<file path="src/srwp_regs.svh">
// Summary of operation
// - Host protects the region by enter sequence then sector-protect algorithm, reset high.
// - Once enter or protect has ended, host issues the exit sequence or a reset pulse before touching the rest of the array.
// - A write needs chip-select and write-strobe low with output-enable high.
// - Program is accepted only after the unlock write cycles.
// - Below the lockout supply the host starts no new operation; a sequence already running still completes.
`ifndef SRWP_REGS_SVH
`define SRWP_REGS_SVH

`define SRWP_OFS_CTRL      8'h00
`define SRWP_OFS_ADDR      8'h04
`define SRWP_OFS_WDATA     8'h08
`define SRWP_OFS_STATUS    8'h0C
`define SRWP_OFS_RDATA     8'h10

`define SRWP_CTRL_OP_LSB   0
`define SRWP_CTRL_WP_BIT   8
`define SRWP_CTRL_RST_BIT  9
`define SRWP_ST_BUSY       0
`define SRWP_ST_SECURE     1
`define SRWP_ST_REFUSED    2
`define SRWP_ST_INDICATOR  3
`define SRWP_ST_PWR_GOOD   4

`define SRWP_UNLOCK_A1     24'h00_0555
`define SRWP_UNLOCK_A2     24'h00_02AA
`define SRWP_UNLOCK_D1     16'h00AA
`define SRWP_UNLOCK_D2     16'h0055
`define SRWP_CMD_ENTER     16'h0088
`define SRWP_CMD_EXIT      16'h0090
`define SRWP_CMD_EXIT2     16'h0000
`define SRWP_CMD_PROGRAM   16'h00A0
`define SRWP_CMD_PROTECT   16'h0060
`define SRWP_INDICATOR_BIT 7

`define SRWP_CLK_NS        10
`define SRWP_SETUP_NS      10
`define SRWP_WE_LOW_NS     35
`define SRWP_RD_ACC_NS     110
`define SRWP_RECOV_NS      20
`define SRWP_RST_LOW_NS    500
`define SRWP_CEIL(ns)      (((ns) + `SRWP_CLK_NS - 1) / `SRWP_CLK_NS)

`endif

</file>
<file path="src/srwp_pkg.sv">
package srwp_pkg;

	typedef enum logic [2:0] {
		OP_NONE    = 3'b000,
		OP_READ    = 3'b001,
		OP_PROGRAM = 3'b010,
		OP_ENTER   = 3'b011,
		OP_EXIT    = 3'b100,
		OP_PROTECT = 3'b101
	} srwp_op_e;

	typedef enum logic [1:0] {
		ST_IDLE   = 2'b00,
		ST_SETUP  = 2'b01,
		ST_STROBE = 2'b10,
		ST_RECOV  = 2'b11
	} srwp_state_e;

	typedef struct packed {
		logic        rd;
		logic        last;
		logic [23:0] addr;
		logic [15:0] data;
	} srwp_step_s;

endpackage : srwp_pkg

</file>
<file path="src/srwp_host.sv">
`timescale 1ns/1ps
`include "srwp_regs.svh"

module srwp_host #(
	parameter int SECTOR_WORDS = 65536
) (
	input  wire logic        CLK,
	input  wire logic        SYS_RST,
	input  wire logic        PSEL,
	input  wire logic        PENABLE,
	input  wire logic        PWRITE,
	input  wire logic [7:0]  PADDR,
	input  wire logic [31:0] PWDATA,
	output logic      [31:0] PRDATA,
	output logic             PREADY,
	output logic             PSLVERR,
	input  wire logic        POWER_GOOD,
	output logic      [23:0] FL_ADDR,
	input  wire logic [15:0] FL_DQ_IN,
	output logic      [15:0] FL_DQ_OUT,
	output logic             FL_DQ_OE,
	output logic             FL_CE_N,
	output logic             FL_WE_N,
	output logic             FL_OE_N,
	output logic             FL_RESET_N,
	output logic             FL_PROTECT_OR_ACCELERATE_N
);

	localparam logic [7:0] SETUP_CYC = 8'(`SRWP_CEIL(`SRWP_SETUP_NS));
	localparam logic [7:0] WE_CYC    = 8'(`SRWP_CEIL(`SRWP_WE_LOW_NS));
	localparam logic [7:0] RD_CYC    = 8'(`SRWP_CEIL(`SRWP_RD_ACC_NS));
	localparam logic [7:0] RECOV_CYC = 8'(`SRWP_CEIL(`SRWP_RECOV_NS));
	localparam logic [7:0] RST_CYC   = 8'(`SRWP_CEIL(`SRWP_RST_LOW_NS));

	// =====================================================================
	// Bus-cycle table: every program and mode sequence opens with the unlocks.
	// =====================================================================
	function automatic srwp_pkg::srwp_step_s step_f(srwp_pkg::srwp_op_e op,
			logic [2:0] idx, logic [23:0] a, logic [15:0] d);
		srwp_pkg::srwp_step_s s;
		s = '{rd: 1'b0, last: 1'b0, addr: `SRWP_UNLOCK_A1, data: `SRWP_UNLOCK_D1};
		if (idx == 3'h1) begin
			s.addr = `SRWP_UNLOCK_A2;
			s.data = `SRWP_UNLOCK_D2;
		end
		case (op)
			srwp_pkg::OP_READ: begin
				s = '{rd: 1'b1, last: 1'b1, addr: a, data: 16'h0000};
			end
			srwp_pkg::OP_PROGRAM: begin
				if (idx == 3'h2) s.data = `SRWP_CMD_PROGRAM;
				if (idx == 3'h3) s = '{rd: 1'b0, last: 1'b1, addr: a, data: d};
			end
			srwp_pkg::OP_ENTER: begin
				if (idx == 3'h2) s = '{rd: 1'b0, last: 1'b1, addr: `SRWP_UNLOCK_A1,
					data: `SRWP_CMD_ENTER};
			end
			srwp_pkg::OP_EXIT: begin
				if (idx == 3'h2) s.data = `SRWP_CMD_EXIT;
				if (idx == 3'h3) s = '{rd: 1'b0, last: 1'b1, addr: 24'h00_0000,
					data: `SRWP_CMD_EXIT2};
			end
			srwp_pkg::OP_PROTECT: begin
				if (idx == 3'h2) s.data = `SRWP_CMD_ENTER;
				if (idx == 3'h3 || idx == 3'h4) s = '{rd: 1'b0, last: 1'b0, addr: a,
					data: `SRWP_CMD_PROTECT};
				if (idx == 3'h5) s = '{rd: 1'b1, last: 1'b1, addr: a, data: 16'h0000};
			end
			default: begin
				s.last = 1'b1;
			end
		endcase
		return s;
	endfunction : step_f

	function automatic logic in_first_sector(logic [23:0] a);
		return a < 24'(SECTOR_WORDS);
	endfunction : in_first_sector

	// =====================================================================
	// Register file.
	// =====================================================================
	srwp_pkg::srwp_state_e state_reg, state_next;
	srwp_pkg::srwp_op_e    op_reg, nxt_op;
	srwp_pkg::srwp_step_s  step, nstep;
	logic [23:0] addr_reg;
	logic [15:0] wdata_reg, rdata_reg;
	logic [2:0]  idx_reg;
	logic [7:0]  cnt_reg, rst_cnt_reg;
	logic        secure_reg, refused_reg, wp_low_reg;

	wire         acc_phase = PSEL & PENABLE & ~PREADY;
	wire         wr_acc    = acc_phase & PWRITE;
	wire         busy      = (state_reg != srwp_pkg::ST_IDLE) || (rst_cnt_reg != 8'h00);
	wire [2:0]   req_op    = PWDATA[`SRWP_CTRL_OP_LSB +: 3];
	wire         ctrl_wr   = wr_acc && PADDR == `SRWP_OFS_CTRL;
	wire         is_array  = req_op == srwp_pkg::OP_READ || req_op == srwp_pkg::OP_PROGRAM ||
		req_op == srwp_pkg::OP_PROTECT;
	// Once an enter or protect sequence has ended only first-sector addresses are touched,
	// so the rest of the array waits for an exit sequence or a reset pulse.
	wire         bad_area  = secure_reg && is_array && !in_first_sector(addr_reg);
	wire         op_req    = ctrl_wr && req_op != srwp_pkg::OP_NONE;
	// A reset pulse and an operation in one write would pull reset under a running cycle.
	wire         start     = op_req && !busy && POWER_GOOD && !bad_area &&
		!PWDATA[`SRWP_CTRL_RST_BIT];
	wire         rst_req   = ctrl_wr && PWDATA[`SRWP_CTRL_RST_BIT] && !busy;
	wire         mapped    = PADDR == `SRWP_OFS_CTRL || PADDR == `SRWP_OFS_ADDR ||
		PADDR == `SRWP_OFS_WDATA || PADDR == `SRWP_OFS_STATUS || PADDR == `SRWP_OFS_RDATA;
	wire [31:0]  status    = {27'h000_0000, POWER_GOOD,
		rdata_reg[`SRWP_INDICATOR_BIT], refused_reg, secure_reg, busy};
	wire [31:0]  rd_mux    =
		PADDR == `SRWP_OFS_CTRL   ? {22'h00_0000, 1'b0, wp_low_reg, 5'h00, op_reg} :
		PADDR == `SRWP_OFS_ADDR   ? {8'h00, addr_reg} :
		PADDR == `SRWP_OFS_WDATA  ? {16'h0000, wdata_reg} :
		PADDR == `SRWP_OFS_STATUS ? status :
		PADDR == `SRWP_OFS_RDATA  ? {16'h0000, rdata_reg} : 32'h0000_0000;

	assign step = step_f(op_reg, idx_reg, addr_reg, wdata_reg);
	wire         from_idle  = state_reg == srwp_pkg::ST_IDLE;
	assign nxt_op = from_idle ? srwp_pkg::srwp_op_e'(req_op) : op_reg;
	assign nstep = step_f(nxt_op, from_idle ? 3'h0 : idx_reg + 3'h1, addr_reg, wdata_reg);
	wire [7:0]   strobe_len = step.rd ? RD_CYC : WE_CYC;
	wire         cnt_done   = cnt_reg == 8'h01;
	wire         seq_end    = state_reg == srwp_pkg::ST_RECOV && cnt_done && step.last;

	always_comb begin
		state_next = state_reg;
		case (state_reg)
			srwp_pkg::ST_IDLE:   if (start) state_next = srwp_pkg::ST_SETUP;
			srwp_pkg::ST_SETUP:  if (cnt_done) state_next = srwp_pkg::ST_STROBE;
			srwp_pkg::ST_STROBE: if (cnt_done) state_next = srwp_pkg::ST_RECOV;
			srwp_pkg::ST_RECOV: begin
				if (cnt_done) state_next = step.last ? srwp_pkg::ST_IDLE : srwp_pkg::ST_SETUP;
			end
			default: state_next = srwp_pkg::ST_IDLE;
		endcase
	end

	always_ff @(posedge CLK or posedge SYS_RST) begin
		if (SYS_RST) begin
			PREADY      <= 1'b0;
			PSLVERR     <= 1'b0;
			PRDATA      <= 32'h0000_0000;
			addr_reg    <= 24'h00_0000;
			wdata_reg   <= 16'h0000;
			op_reg      <= srwp_pkg::OP_NONE;
			wp_low_reg  <= 1'b0;
			refused_reg <= 1'b0;
		end else begin
			PREADY  <= acc_phase;
			PSLVERR <= acc_phase && !mapped;
			PRDATA  <= (acc_phase && !PWRITE) ? rd_mux : 32'h0000_0000;
			if (wr_acc && PADDR == `SRWP_OFS_ADDR) addr_reg <= PWDATA[23:0];
			if (wr_acc && PADDR == `SRWP_OFS_WDATA) wdata_reg <= PWDATA[15:0];
			if (ctrl_wr) wp_low_reg <= PWDATA[`SRWP_CTRL_WP_BIT];
			if (start) op_reg <= srwp_pkg::srwp_op_e'(req_op);
			// A refusal in the same cycle as the clear stays visible.
			if (op_req && !start) refused_reg <= 1'b1;
			else if (wr_acc && PADDR == `SRWP_OFS_STATUS && PWDATA[`SRWP_ST_REFUSED])
				refused_reg <= 1'b0;
		end
	end

	// =====================================================================
	// Flash pin sequencer.
	// =====================================================================
	always_ff @(posedge CLK or posedge SYS_RST) begin
		if (SYS_RST) begin
			state_reg   <= srwp_pkg::ST_IDLE;
			idx_reg     <= 3'h0;
			cnt_reg     <= 8'h00;
			rst_cnt_reg <= 8'h00;
			rdata_reg   <= 16'h0000;
			secure_reg  <= 1'b0;
			FL_ADDR     <= 24'h00_0000;
			FL_DQ_OUT   <= 16'h0000;
			FL_DQ_OE    <= 1'b0;
			FL_CE_N     <= 1'b1;
			FL_WE_N     <= 1'b1;
			FL_OE_N     <= 1'b1;
			FL_RESET_N  <= 1'b1;
			FL_PROTECT_OR_ACCELERATE_N <= 1'b1;
		end else begin
			state_reg  <= state_next;
			FL_PROTECT_OR_ACCELERATE_N <= ~wp_low_reg;
			// The reset pin stays at the normal high level through protection.
			FL_RESET_N <= rst_cnt_reg == 8'h00 && !rst_req;
			if (rst_req) rst_cnt_reg <= RST_CYC;
			else if (rst_cnt_reg != 8'h00) rst_cnt_reg <= rst_cnt_reg - 8'h01;
			if (rst_req) secure_reg <= 1'b0;
			else if (seq_end && (op_reg == srwp_pkg::OP_ENTER || op_reg == srwp_pkg::OP_PROTECT))
				secure_reg <= 1'b1;
			else if (seq_end && op_reg == srwp_pkg::OP_EXIT) secure_reg <= 1'b0;
			case (state_next)
				srwp_pkg::ST_SETUP: begin
					if (state_reg != srwp_pkg::ST_SETUP) cnt_reg <= SETUP_CYC;
					else cnt_reg <= cnt_reg - 8'h01;
					FL_CE_N <= 1'b0;
				end
				srwp_pkg::ST_STROBE: begin
					// Write strobe only with chip-select low and output-enable high.
					if (state_reg != srwp_pkg::ST_STROBE) cnt_reg <= strobe_len;
					else cnt_reg <= cnt_reg - 8'h01;
					FL_WE_N <= step.rd;
					FL_OE_N <= !step.rd;
				end
				srwp_pkg::ST_RECOV: begin
					if (state_reg != srwp_pkg::ST_RECOV) begin
						cnt_reg <= RECOV_CYC;
						if (step.rd) rdata_reg <= FL_DQ_IN;
					end else begin
						cnt_reg <= cnt_reg - 8'h01;
					end
					FL_CE_N <= 1'b1;
					FL_WE_N <= 1'b1;
					FL_OE_N <= 1'b1;
				end
				default: begin
					cnt_reg <= 8'h00;
					FL_CE_N <= 1'b1;
					FL_WE_N <= 1'b1;
					FL_OE_N <= 1'b1;
				end
			endcase
			if (state_reg == srwp_pkg::ST_RECOV && cnt_done)
				idx_reg <= step.last ? 3'h0 : idx_reg + 3'h1;
			if (state_next == srwp_pkg::ST_SETUP && state_reg != srwp_pkg::ST_SETUP) begin
				FL_ADDR   <= nstep.addr;
				FL_DQ_OUT <= nstep.data;
				FL_DQ_OE  <= !nstep.rd;
			end else if (state_next == srwp_pkg::ST_IDLE) begin
				FL_DQ_OE <= 1'b0;
			end
		end
	end

	// =====================================================================
	// Checks.
	// =====================================================================
	logic [1:0] unlock_cnt;
	logic we_prev_reg;
	wire  we_rise = FL_WE_N && !we_prev_reg;

	// Reset to the idle level of the strobe so no false rise follows reset.
	always_ff @(posedge CLK or posedge SYS_RST) begin
		if (SYS_RST) we_prev_reg <= 1'b1;
		else we_prev_reg <= FL_WE_N;
	end

	always_ff @(posedge CLK or posedge SYS_RST) begin
		if (SYS_RST) unlock_cnt <= 2'h0;
		else if (state_reg == srwp_pkg::ST_IDLE) unlock_cnt <= 2'h0;
		else if (we_rise && FL_DQ_OUT == `SRWP_UNLOCK_D1 && FL_ADDR == `SRWP_UNLOCK_A1)
			unlock_cnt <= 2'h1;
		else if (we_rise && FL_DQ_OUT == `SRWP_UNLOCK_D2 && unlock_cnt == 2'h1)
			unlock_cnt <= 2'h2;
	end
endmodule : srwp_host

</file>
<file path="config.mk">
export PLATFORM = sky130hd
export DESIGN_NAME = srwp_host
export DESIGN_NICKNAME = d
export VERILOG_FILES = /design/src/srwp_pkg.sv /design/src/srwp_host.sv
export VERILOG_INCLUDE_DIRS = /design/src
export SDC_FILE = /design/constraint.sdc
export NUM_CORES = 1
export LEC_CHECK = 0
export BUFFER_PORTS_ARGS = -buffer_cell sky130_fd_sc_hd__buf_4
export CAP_MARGIN = 20
export CORE_AREA = 2 2 114 116
export DETAILED_ROUTE_END_ITERATION = 10
export DIE_AREA = 0 0 116 118
export GPL_TIMING_DRIVEN = 0
export MAX_ROUTING_LAYER = met4
export PLACE_DENSITY = 0.82
export SETUP_SLACK_MARGIN = 0.4
export SLEW_MARGIN = 20
export SYNTH_ARGS = -nofsm -noshare
export SYNTH_HDL_FRONTEND = slang
export SYNTH_SLANG_ARGS = --single-unit
export TNS_END_PERCENT = 20
</file>
<file path="constraint.sdc">
create_clock -name CLK -period 9 [get_ports CLK]
set_input_delay 0.45 -clock CLK [delete_from_list [all_inputs] [get_ports CLK]]
set_output_delay 0.45 -clock CLK [all_outputs]
set_load 0.1 [all_outputs]
</file>
## Yosys cells after proc, flatten, opt, wreduce, memory -nomap -nowiden

Cells that the tools add are included.

| storage, ports and cells | value |
|---|---|
| output and inout bits | 80 |
| logic and storage cells | 177 |
| register bits after elaboration | 155 |
| input port bits | 62 |

| cells by class | value |
|---|---|
| reduce and logical (&&, ||, !) cells | 55 |
| $add $sub $neg | 3 |
| mux-type cells | 54 |
| bitwise operators | 5 |
| eq/ne operators | 37 |
| $lt $le $gt $ge | 1 |

Operator list:

| cell | number |
|---|---|
| 40-bit 2-to-1 mux | 5 |
| 40-bit one-hot mux with 5 select lines | 1 |
| 16-bit 2-to-1 mux | 9 |
| 41-bit 2-to-1 mux | 3 |
| 42-bit 2-to-1 mux | 2 |
| 24-bit 2-to-1 mux | 3 |
| 27-bit 2-to-1 mux | 2 |
| 8-bit 2-to-1 mux | 5 |
| 3-bit by 2-bit equality test with 1-bit output (second input constant) | 9 |
| 3-bit equality test (second input constant) | 9 |
| 24-bit by 17-bit < comparator with 1-bit output (second input constant) | 1 |
| 8-bit one-hot mux with 3 select lines | 1 |
| 1-bit logical AND | 23 |
| 8-bit by 4-bit equality test with 1-bit output (second input constant) | 2 |
| 8-bit logical NOT | 2 |
| 8-bit by 1-bit subtractor with 8-bit output (second input constant) | 2 |
| 3-bit by 1-bit equality test with 1-bit output (second input constant) | 5 |
| 1-bit logical NOT | 10 |
| 1-bit logical OR | 10 |
| 1-bit one-hot mux with 5 select lines | 2 |
| 3-bit 2-to-1 mux | 3 |
| 2-bit equality test (second input constant) | 4 |
| 8-bit by 1-bit equality test with 1-bit output (second input constant) | 1 |
| 8-bit by 3-bit equality test with 1-bit output (second input constant) | 1 |
| 18 further kinds | 40 |

## Depth between registers and ports, before layout

| depth | value |
|---|---|
| depth after elaboration | 14 |
| depth in mapped cells | 12 |
| gate-level depth less buffers | 9 |

## Worst setup path before layout

Ideal clock, no wire load.

| path | value |
|---|---|
| kind | input-to-reg |
| start | in PADDR[1] |
| end | reg rdata_reg[0] |
| stages | 10 |
| path slack | 5.724 ns |
| path buffers | 3 |
| library setup time | 0.125 ns |
| arrival | 3.151 ns |
| required time | 8.875 ns |
| cells stage by stage | or4_4 -> or4b_1 -> buf_2 -> or3b_4 -> nor4b_4 -> or2_2 -> and3_1 -> buf_6 -> buf_12 -> mux2_4 |

| on the way | value |
|---|---|
| cells in the longest elaborated chain, start to end | 11 |

RTL lines:

| element | RTL line | text |
|---|---|---|
| start: declaration | srwp_host.sv:12 | `input wire logic [7:0] PADDR,` |
| 8-bit logical NOT (no source line) | - |  |
| 1-bit logical AND (no source line) | - |  |
| 1-bit logical AND | srwp_host.sv:102 | `wire op_req = ctrl_wr && req_op != srwp_pkg::OP_NONE;` |
| 1-bit logical AND (4 in a row) | srwp_host.sv:104 | `wire start = op_req && !busy && POWER_GOOD && !bad_area &&` |
| 2-bit 2-to-1 mux | srwp_host.sv:129 | `srwp_pkg::ST_IDLE: if (start) state_next = srwp_pkg::ST_SETUP;` |
| 2-bit one-hot mux with 4 select lines | srwp_host.sv:128 | `case (state_reg)` |
| 2-bit equality test | srwp_host.sv:194 | `case (state_next)` |
| 3-bit AND reduction (no source line) | - |  |
| end signal: assignment | srwp_host.sv:173 | `rdata_reg <= 16'h0000;` |
| end signal: assignment | srwp_host.sv:210 | `if (step.rd) rdata_reg <= FL_DQ_IN;` |
| end: declaration | srwp_host.sv:87 | `logic [15:0] wdata_reg, rdata_reg;` |

No other way between the ends.
A chain may end at the register's enable or synchronous reset.

## Worst setup path after layout

| path | value |
|---|---|
| start | reg idx_reg[0] |
| end | reg FL_ADDR[17] |

| on the way | value |
|---|---|
| cells in the longest elaborated chain, start to end | 8 |
| elaborated cells on any way between the ends | 23 |

RTL lines:

| element | RTL line | text |
|---|---|---|
| start: declaration | srwp_host.sv:88 | `logic [2:0] idx_reg;` |
| start signal: assignment | srwp_host.sv:226 | `idx_reg <= step.last ? 3'h0 : idx_reg + 3'h1;` |
| 3-bit equality test (tied with other cells) | srwp_host.sv:67 | `if (idx == 3'h5) s = '{rd: 1'b1, last: 1'b1, addr: a, data: 16'h0000};` |
| 42-bit 2-to-1 mux (tied with other cells) | srwp_host.sv:67 |  |
| 1-bit one-hot mux with 4 select lines | srwp_host.sv:46 | `case (op)` |
| 1-bit 2-to-1 mux | srwp_host.sv:133 | `if (cnt_done) state_next = step.last ? srwp_pkg::ST_IDLE : srwp_pkg::ST_SETUP;` |
| 2-bit 2-to-1 mux | srwp_host.sv:133 |  |
| 2-bit one-hot mux with 4 select lines | srwp_host.sv:128 |  |
| 2-bit by 1-bit equality test with 1-bit output | srwp_host.sv:227 | `if (state_next == srwp_pkg::ST_SETUP && state_reg != srwp_pkg::ST_SETUP) begin` |
| 1-bit logical AND | srwp_host.sv:227 |  |
| end signal: assignment | srwp_host.sv:228 | `FL_ADDR <= nstep.addr;` |
| end: declaration | srwp_host.sv:18 | `output logic [23:0] FL_ADDR,` |

Several ways; a longest one is shown, not always the timed one.

==> impl_results.rst <==
.. list-table::
   :header-rows: 1

   * - Metric
     - Value
   * - Run status
     - finished, final reports clean
   * - Via count normalized by instance count
     - 5.897
   * - Worst setup path category
     - flop to flop
   * - Number of buffers inserted during clock tree synthesis
     - 17
   * - Quantity of I/O buffers inserted on ports
     - 120
   * - TritonCTS clock tree
     - yes
   * - Remaining Overflow, GRT
     - 0
   * - Via count
     - 6115
   * - Clock transition at the registers of the reported paths
     - 60 ps
   * - Clock root buffer
     - sky130_fd_sc_hd__clkbuf_16
   * - Count of yosys warnings during synthesis
     - 0
   * - Maximum resistive drop on vdd
     - about 0.15 mV
   * - Count of flip-flops with a built-in enable after synthesis
     - 0
   * - Power density over the cells
     - 163.9 nW/um2
   * - Type of the most critical hold path
     - input pin to async pin
   * - Post-layout net count
     - 922
   * - Global-route usage over all layers
     - 31.10%
   * - Final critical-path share of the clock period
     - 41.17%
   * - Crit path cell chain
     - clkbuf_1 -> inv_1 -> ha_1 -> clkbuf_1 -> nand2b_1 -> a21oi_1 -> or3b_2 -> o21ai_0 -> or2_2 -> clkbuf_1 -> nand2_1 -> o21ai_0
   * - Fraction of final layout cells with drive strength greater than 1
     - between 20 and 30%
   * - Number of pins with negative max-slew slack in the final report
     - 0
   * - Hold violation count in the final report
     - 0
   * - RSZ-0062 raised after global routing
     - false
   * - Count of instances resized after the clock tree is built
     - 0
   * - Die footprint
     - 13690 um2
   * - Vias in the first global route
     - 5855
   * - Min Hold Slack
     - between 7 and 8 ps
   * - Fraction of the yosys area taken by sequential cells
     - 52.61%
   * - Total number of placement rows
     - 41
   * - Leakage power
     - 4.379 nW
   * - Mapped Area
     - 7385 um2
   * - Post-cts hold buffer count
     - 0
   * - Placeable core region
     - between 10000 and 15000 um2
   * - Die boundary width
     - 116 um
   * - Routed WL
     - 19.79 mm
   * - Max Fanout on Critical Path
     - 10
   * - Global-route wire length before repair
     - roughly 31 mm
   * - Crit path max-delay cell type
     - sky130_fd_sc_hd__or3b_2
   * - Most frequent cell on the critical path
     - sky130_fd_sc_hd__clkbuf_1
   * - Routing usage on met2
     - between 40 and 50%
   * - Main flop type after synthesis
     - sky130_fd_sc_hd__dfrtp_1
   * - Cells after synthesis
     - 705
   * - Endpoint kind of the worst setup timing path
     - flop
   * - Fraction of met3 tracks used by global routing
     - 4.531%
   * - Final weighted congestion in routability-driven placement
     - 0.9205
   * - Number of cell instances on the worst register-to-register path
     - 12
   * - Post-synthesis cell type count
     - 65
   * - Kind of cell adding the most delay to the critical path
     - buffers and inverters
   * - Number of design rule violations left after detail routing
     - 0
   * - Layer carrying the most global-route usage
     - met2
   * - Antenna violations before repair
     - 0
   * - Setup bufs post-CTS
     - 0
   * - Ant diodes
     - 0
   * - Async S/R FF share, synth
     - 100.0%
   * - Die H
     - about 120 um
   * - Final critical delay including setup and external delays
     - 3706 ps
   * - Finished Cell Area
     - 9143 um2
   * - Max-Slew Margin vs Limit
     - between 30% and 40%
   * - Critical path startpoint category
     - flop
   * - Max capacitance violation total
     - 0
   * - Setup-failing EPs final
     - 0
   * - ANT nets after route
     - 0
   * - Post-detailed-placement cell area
     - 8562 um2
   * - Setup clock skew after layout
     - 8.668 ps
   * - Met1 track utilization from global routing
     - 42.69%
   * - Maximum level of the CTS H-tree
     - 4
   * - IO Count
     - 142
   * - Largest buffer count on any clock path
     - 2
   * - Detail Placement HPWL
     - 14.18 mm
   * - Synthesized area per cell
     - 10.47 um2
   * - Launching point of the worst reg2reg path
     - idx_reg[0]
   * - Fmax achieved
     - 269.9 MHz
   * - Slowest cell delay on critical path
     - roughly 510 ps
   * - Worst path buffer plus inverter count
     - 4
   * - WP data arrival
     - 4050 ps
   * - Number of flip-flops and latches in the synthesized netlist
     - 155
   * - Flop-to-flop setup slack
     - 5290 ps
   * - Least-Margin Pin Slew
     - 1021 ps
   * - Initial standard-cell utilization of the core
     - 59.48%
   * - Clock sink total
     - 155
   * - Initial DRT Pass Iterations
     - 5
   * - R2R Path End
     - FL_ADDR[17]
   * - Setup total negative slack
     - 0 ps
   * - Latest clock arrival within the worst-skew pair
     - 440 ps
   * - First DRT Iteration DRCs
     - about 470
   * - Critical path required time
     - 9340 ps
   * - Wire length per cell
     - 19.08 um
   * - Maximum number of pins on one net before global-route repair
     - 107
   * - Post-synthesis to final-layout area growth
     - 23.81%
==> per-stage QoR <==
stage / cells / util (%) / setup slack [ps] / total power, mW
2_1_floorplan: 712 / - / 4380 / 0.7712
3_3_place_gp: 1004 / 68.69 / 3068 / 0.8018
3_5_place_dp: 1005 / 68.97 / 5284 / 0.8054
4_1_cts: 1037 / 73.64 / 5341 / 1.506
5_1_grt: 1037 / 73.64 / 4940 / 1.543
6_report: 1037 / 73.64 / 5294 / 1.499
==> where the power goes <==
part | internal (mW) | switching (mW)
Clock | 0.424 | 0.281
Combinational | 0.0305 | 0.0600
Sequential | 0.700 | 0.00301
Total | 1.15 | 0.344
==> layer usage <==
layer | up-vias | part of all wire, %
met2 | 281 | 48
met5 | - | 0
li1 | 2779 | -
met3 | 39 | 6.7
met1 | 3016 | 43
met4 | 0 | 2.6
==> logic make-up after synthesis <==
group,count (synthesis),synth area share (%)
and+or+nand+nor,243,16.25
xor gates and xnor gates,13,1.542
muxes,69,11.25
adders and majority gates,8,1.356
DFF,155,52.61
AOI/OAI and AO/OA,151,12.86
buffers and inverters,65,4.083
other,1,0.05078
==> placed cells by master, fill, tap and decap left out, types with 4 or more instances in the layout <==
cell / instances
sky130_fd_sc_hd__xnor2_1: 7
sky130_fd_sc_hd__a222oi_1: 10
sky130_fd_sc_hd__xor2_1: 6
sky130_fd_sc_hd__nand3_1: 15
sky130_fd_sc_hd__nand2_1: 89
sky130_fd_sc_hd__mux2_4: 10
sky130_fd_sc_hd__ha_1: 8
sky130_fd_sc_hd__nor3_1: 15
sky130_fd_sc_hd__clkbuf_16: 17
sky130_fd_sc_hd__mux2i_1: 5
sky130_fd_sc_hd__a21oi_1: 24
sky130_fd_sc_hd__o21a_1: 14
sky130_fd_sc_hd__conb_1: 8
sky130_fd_sc_hd__nor4_1: 4
sky130_fd_sc_hd__or3_1: 4
sky130_fd_sc_hd__nor2b_1: 5
sky130_fd_sc_hd__nand2b_1: 10
sky130_fd_sc_hd__dfrtp_1: 150
sky130_fd_sc_hd__nor3b_1: 4
sky130_fd_sc_hd__buf_4: 128
sky130_fd_sc_hd__mux2_2: 51
sky130_fd_sc_hd__and2_1: 11
sky130_fd_sc_hd__or2_2: 4
sky130_fd_sc_hd__inv_1: 16
sky130_fd_sc_hd__nor2_1: 55
sky130_fd_sc_hd__clkbuf_1: 39
sky130_fd_sc_hd__o21ai_0: 67
sky130_fd_sc_hd__dfstp_2: 5
sky130_fd_sc_hd__o22ai_1: 4
sky130_fd_sc_hd__and3_1: 5
==> cell type report <==
type / count / area (um2)
buffer: 48 / 237.7
clock buffer: 23 / 467.9
clock inverter: 9 / 112.6
fill: 908 / 3272
inverter: 17 / 71.32
multi-input combinational: 492 / 3224
sequential: 155 / 3885
tap: 172 / 215.2
timing repair buffer: 121 / 928.4
==> worst max path at each step <==
stage | startpoint | endpoint | slack (ps) | cells after the start
after global placement | SYS_RST | PRDATA[1] | 3070 | 2
after floorplan | SYS_RST | FL_ADDR[0] | 4380 | 1
after detailed placement | PADDR[1] | rdata_reg[2] | 5280 | 11
final | idx_reg[0] | FL_ADDR[17] | 5290 | 12
after global routing | state_reg[0] | FL_ADDR[17] | 4940 | 10
after CTS | idx_reg[0] | FL_ADDR[17] | 5340 | 12
==> synthesized netlist by cell type (3+ instances only) <==
master / instances / area share, %
sky130_fd_sc_hd__o22ai_1: 4 / 0.34
sky130_fd_sc_hd__xor2_1: 6 / 0.71
sky130_fd_sc_hd__nand2_1: 89 / 4.5
sky130_fd_sc_hd__nor4_1: 4 / 0.34
sky130_fd_sc_hd__a21o_1: 3 / 0.30
sky130_fd_sc_hd__o21ai_0: 67 / 4.5
sky130_fd_sc_hd__o31ai_1: 3 / 0.30
sky130_fd_sc_hd__xnor2_1: 7 / 0.83
sky130_fd_sc_hd__buf_2: 3 / 0.20
sky130_fd_sc_hd__dfrtp_1: 150 / 51
sky130_fd_sc_hd__nor4b_1: 3 / 0.36
sky130_fd_sc_hd__nand3_1: 15 / 1.0
sky130_fd_sc_hd__a222oi_1: 10 / 1.4
sky130_fd_sc_hd__or2_2: 4 / 0.34
sky130_fd_sc_hd__clkbuf_1: 35 / 1.8
sky130_fd_sc_hd__and2_1: 11 / 0.93
sky130_fd_sc_hd__and3_1: 5 / 0.42
sky130_fd_sc_hd__inv_1: 17 / 0.86
sky130_fd_sc_hd__mux2_2: 51 / 7.8
sky130_fd_sc_hd__nor2_1: 55 / 2.8
sky130_fd_sc_hd__buf_4: 8 / 0.81
sky130_fd_sc_hd__a31oi_1: 3 / 0.25
sky130_fd_sc_hd__or4b_2: 3 / 0.41
sky130_fd_sc_hd__mux2i_1: 5 / 0.68
sky130_fd_sc_hd__mux2_4: 10 / 2.0
sky130_fd_sc_hd__ha_1: 8 / 1.4
sky130_fd_sc_hd__nand2b_1: 10 / 0.85
sky130_fd_sc_hd__o21a_1: 14 / 1.4
sky130_fd_sc_hd__nor2b_1: 5 / 0.42
sky130_fd_sc_hd__o311ai_0: 3 / 0.36
sky130_fd_sc_hd__o221ai_1: 3 / 0.36
sky130_fd_sc_hd__dfstp_2: 5 / 1.8
sky130_fd_sc_hd__nor3_1: 15 / 1.0
sky130_fd_sc_hd__or3_1: 4 / 0.34
sky130_fd_sc_hd__a21oi_1: 24 / 1.6
sky130_fd_sc_hd__nor3b_1: 4 / 0.41
Power figures use the tool's default switching activity.
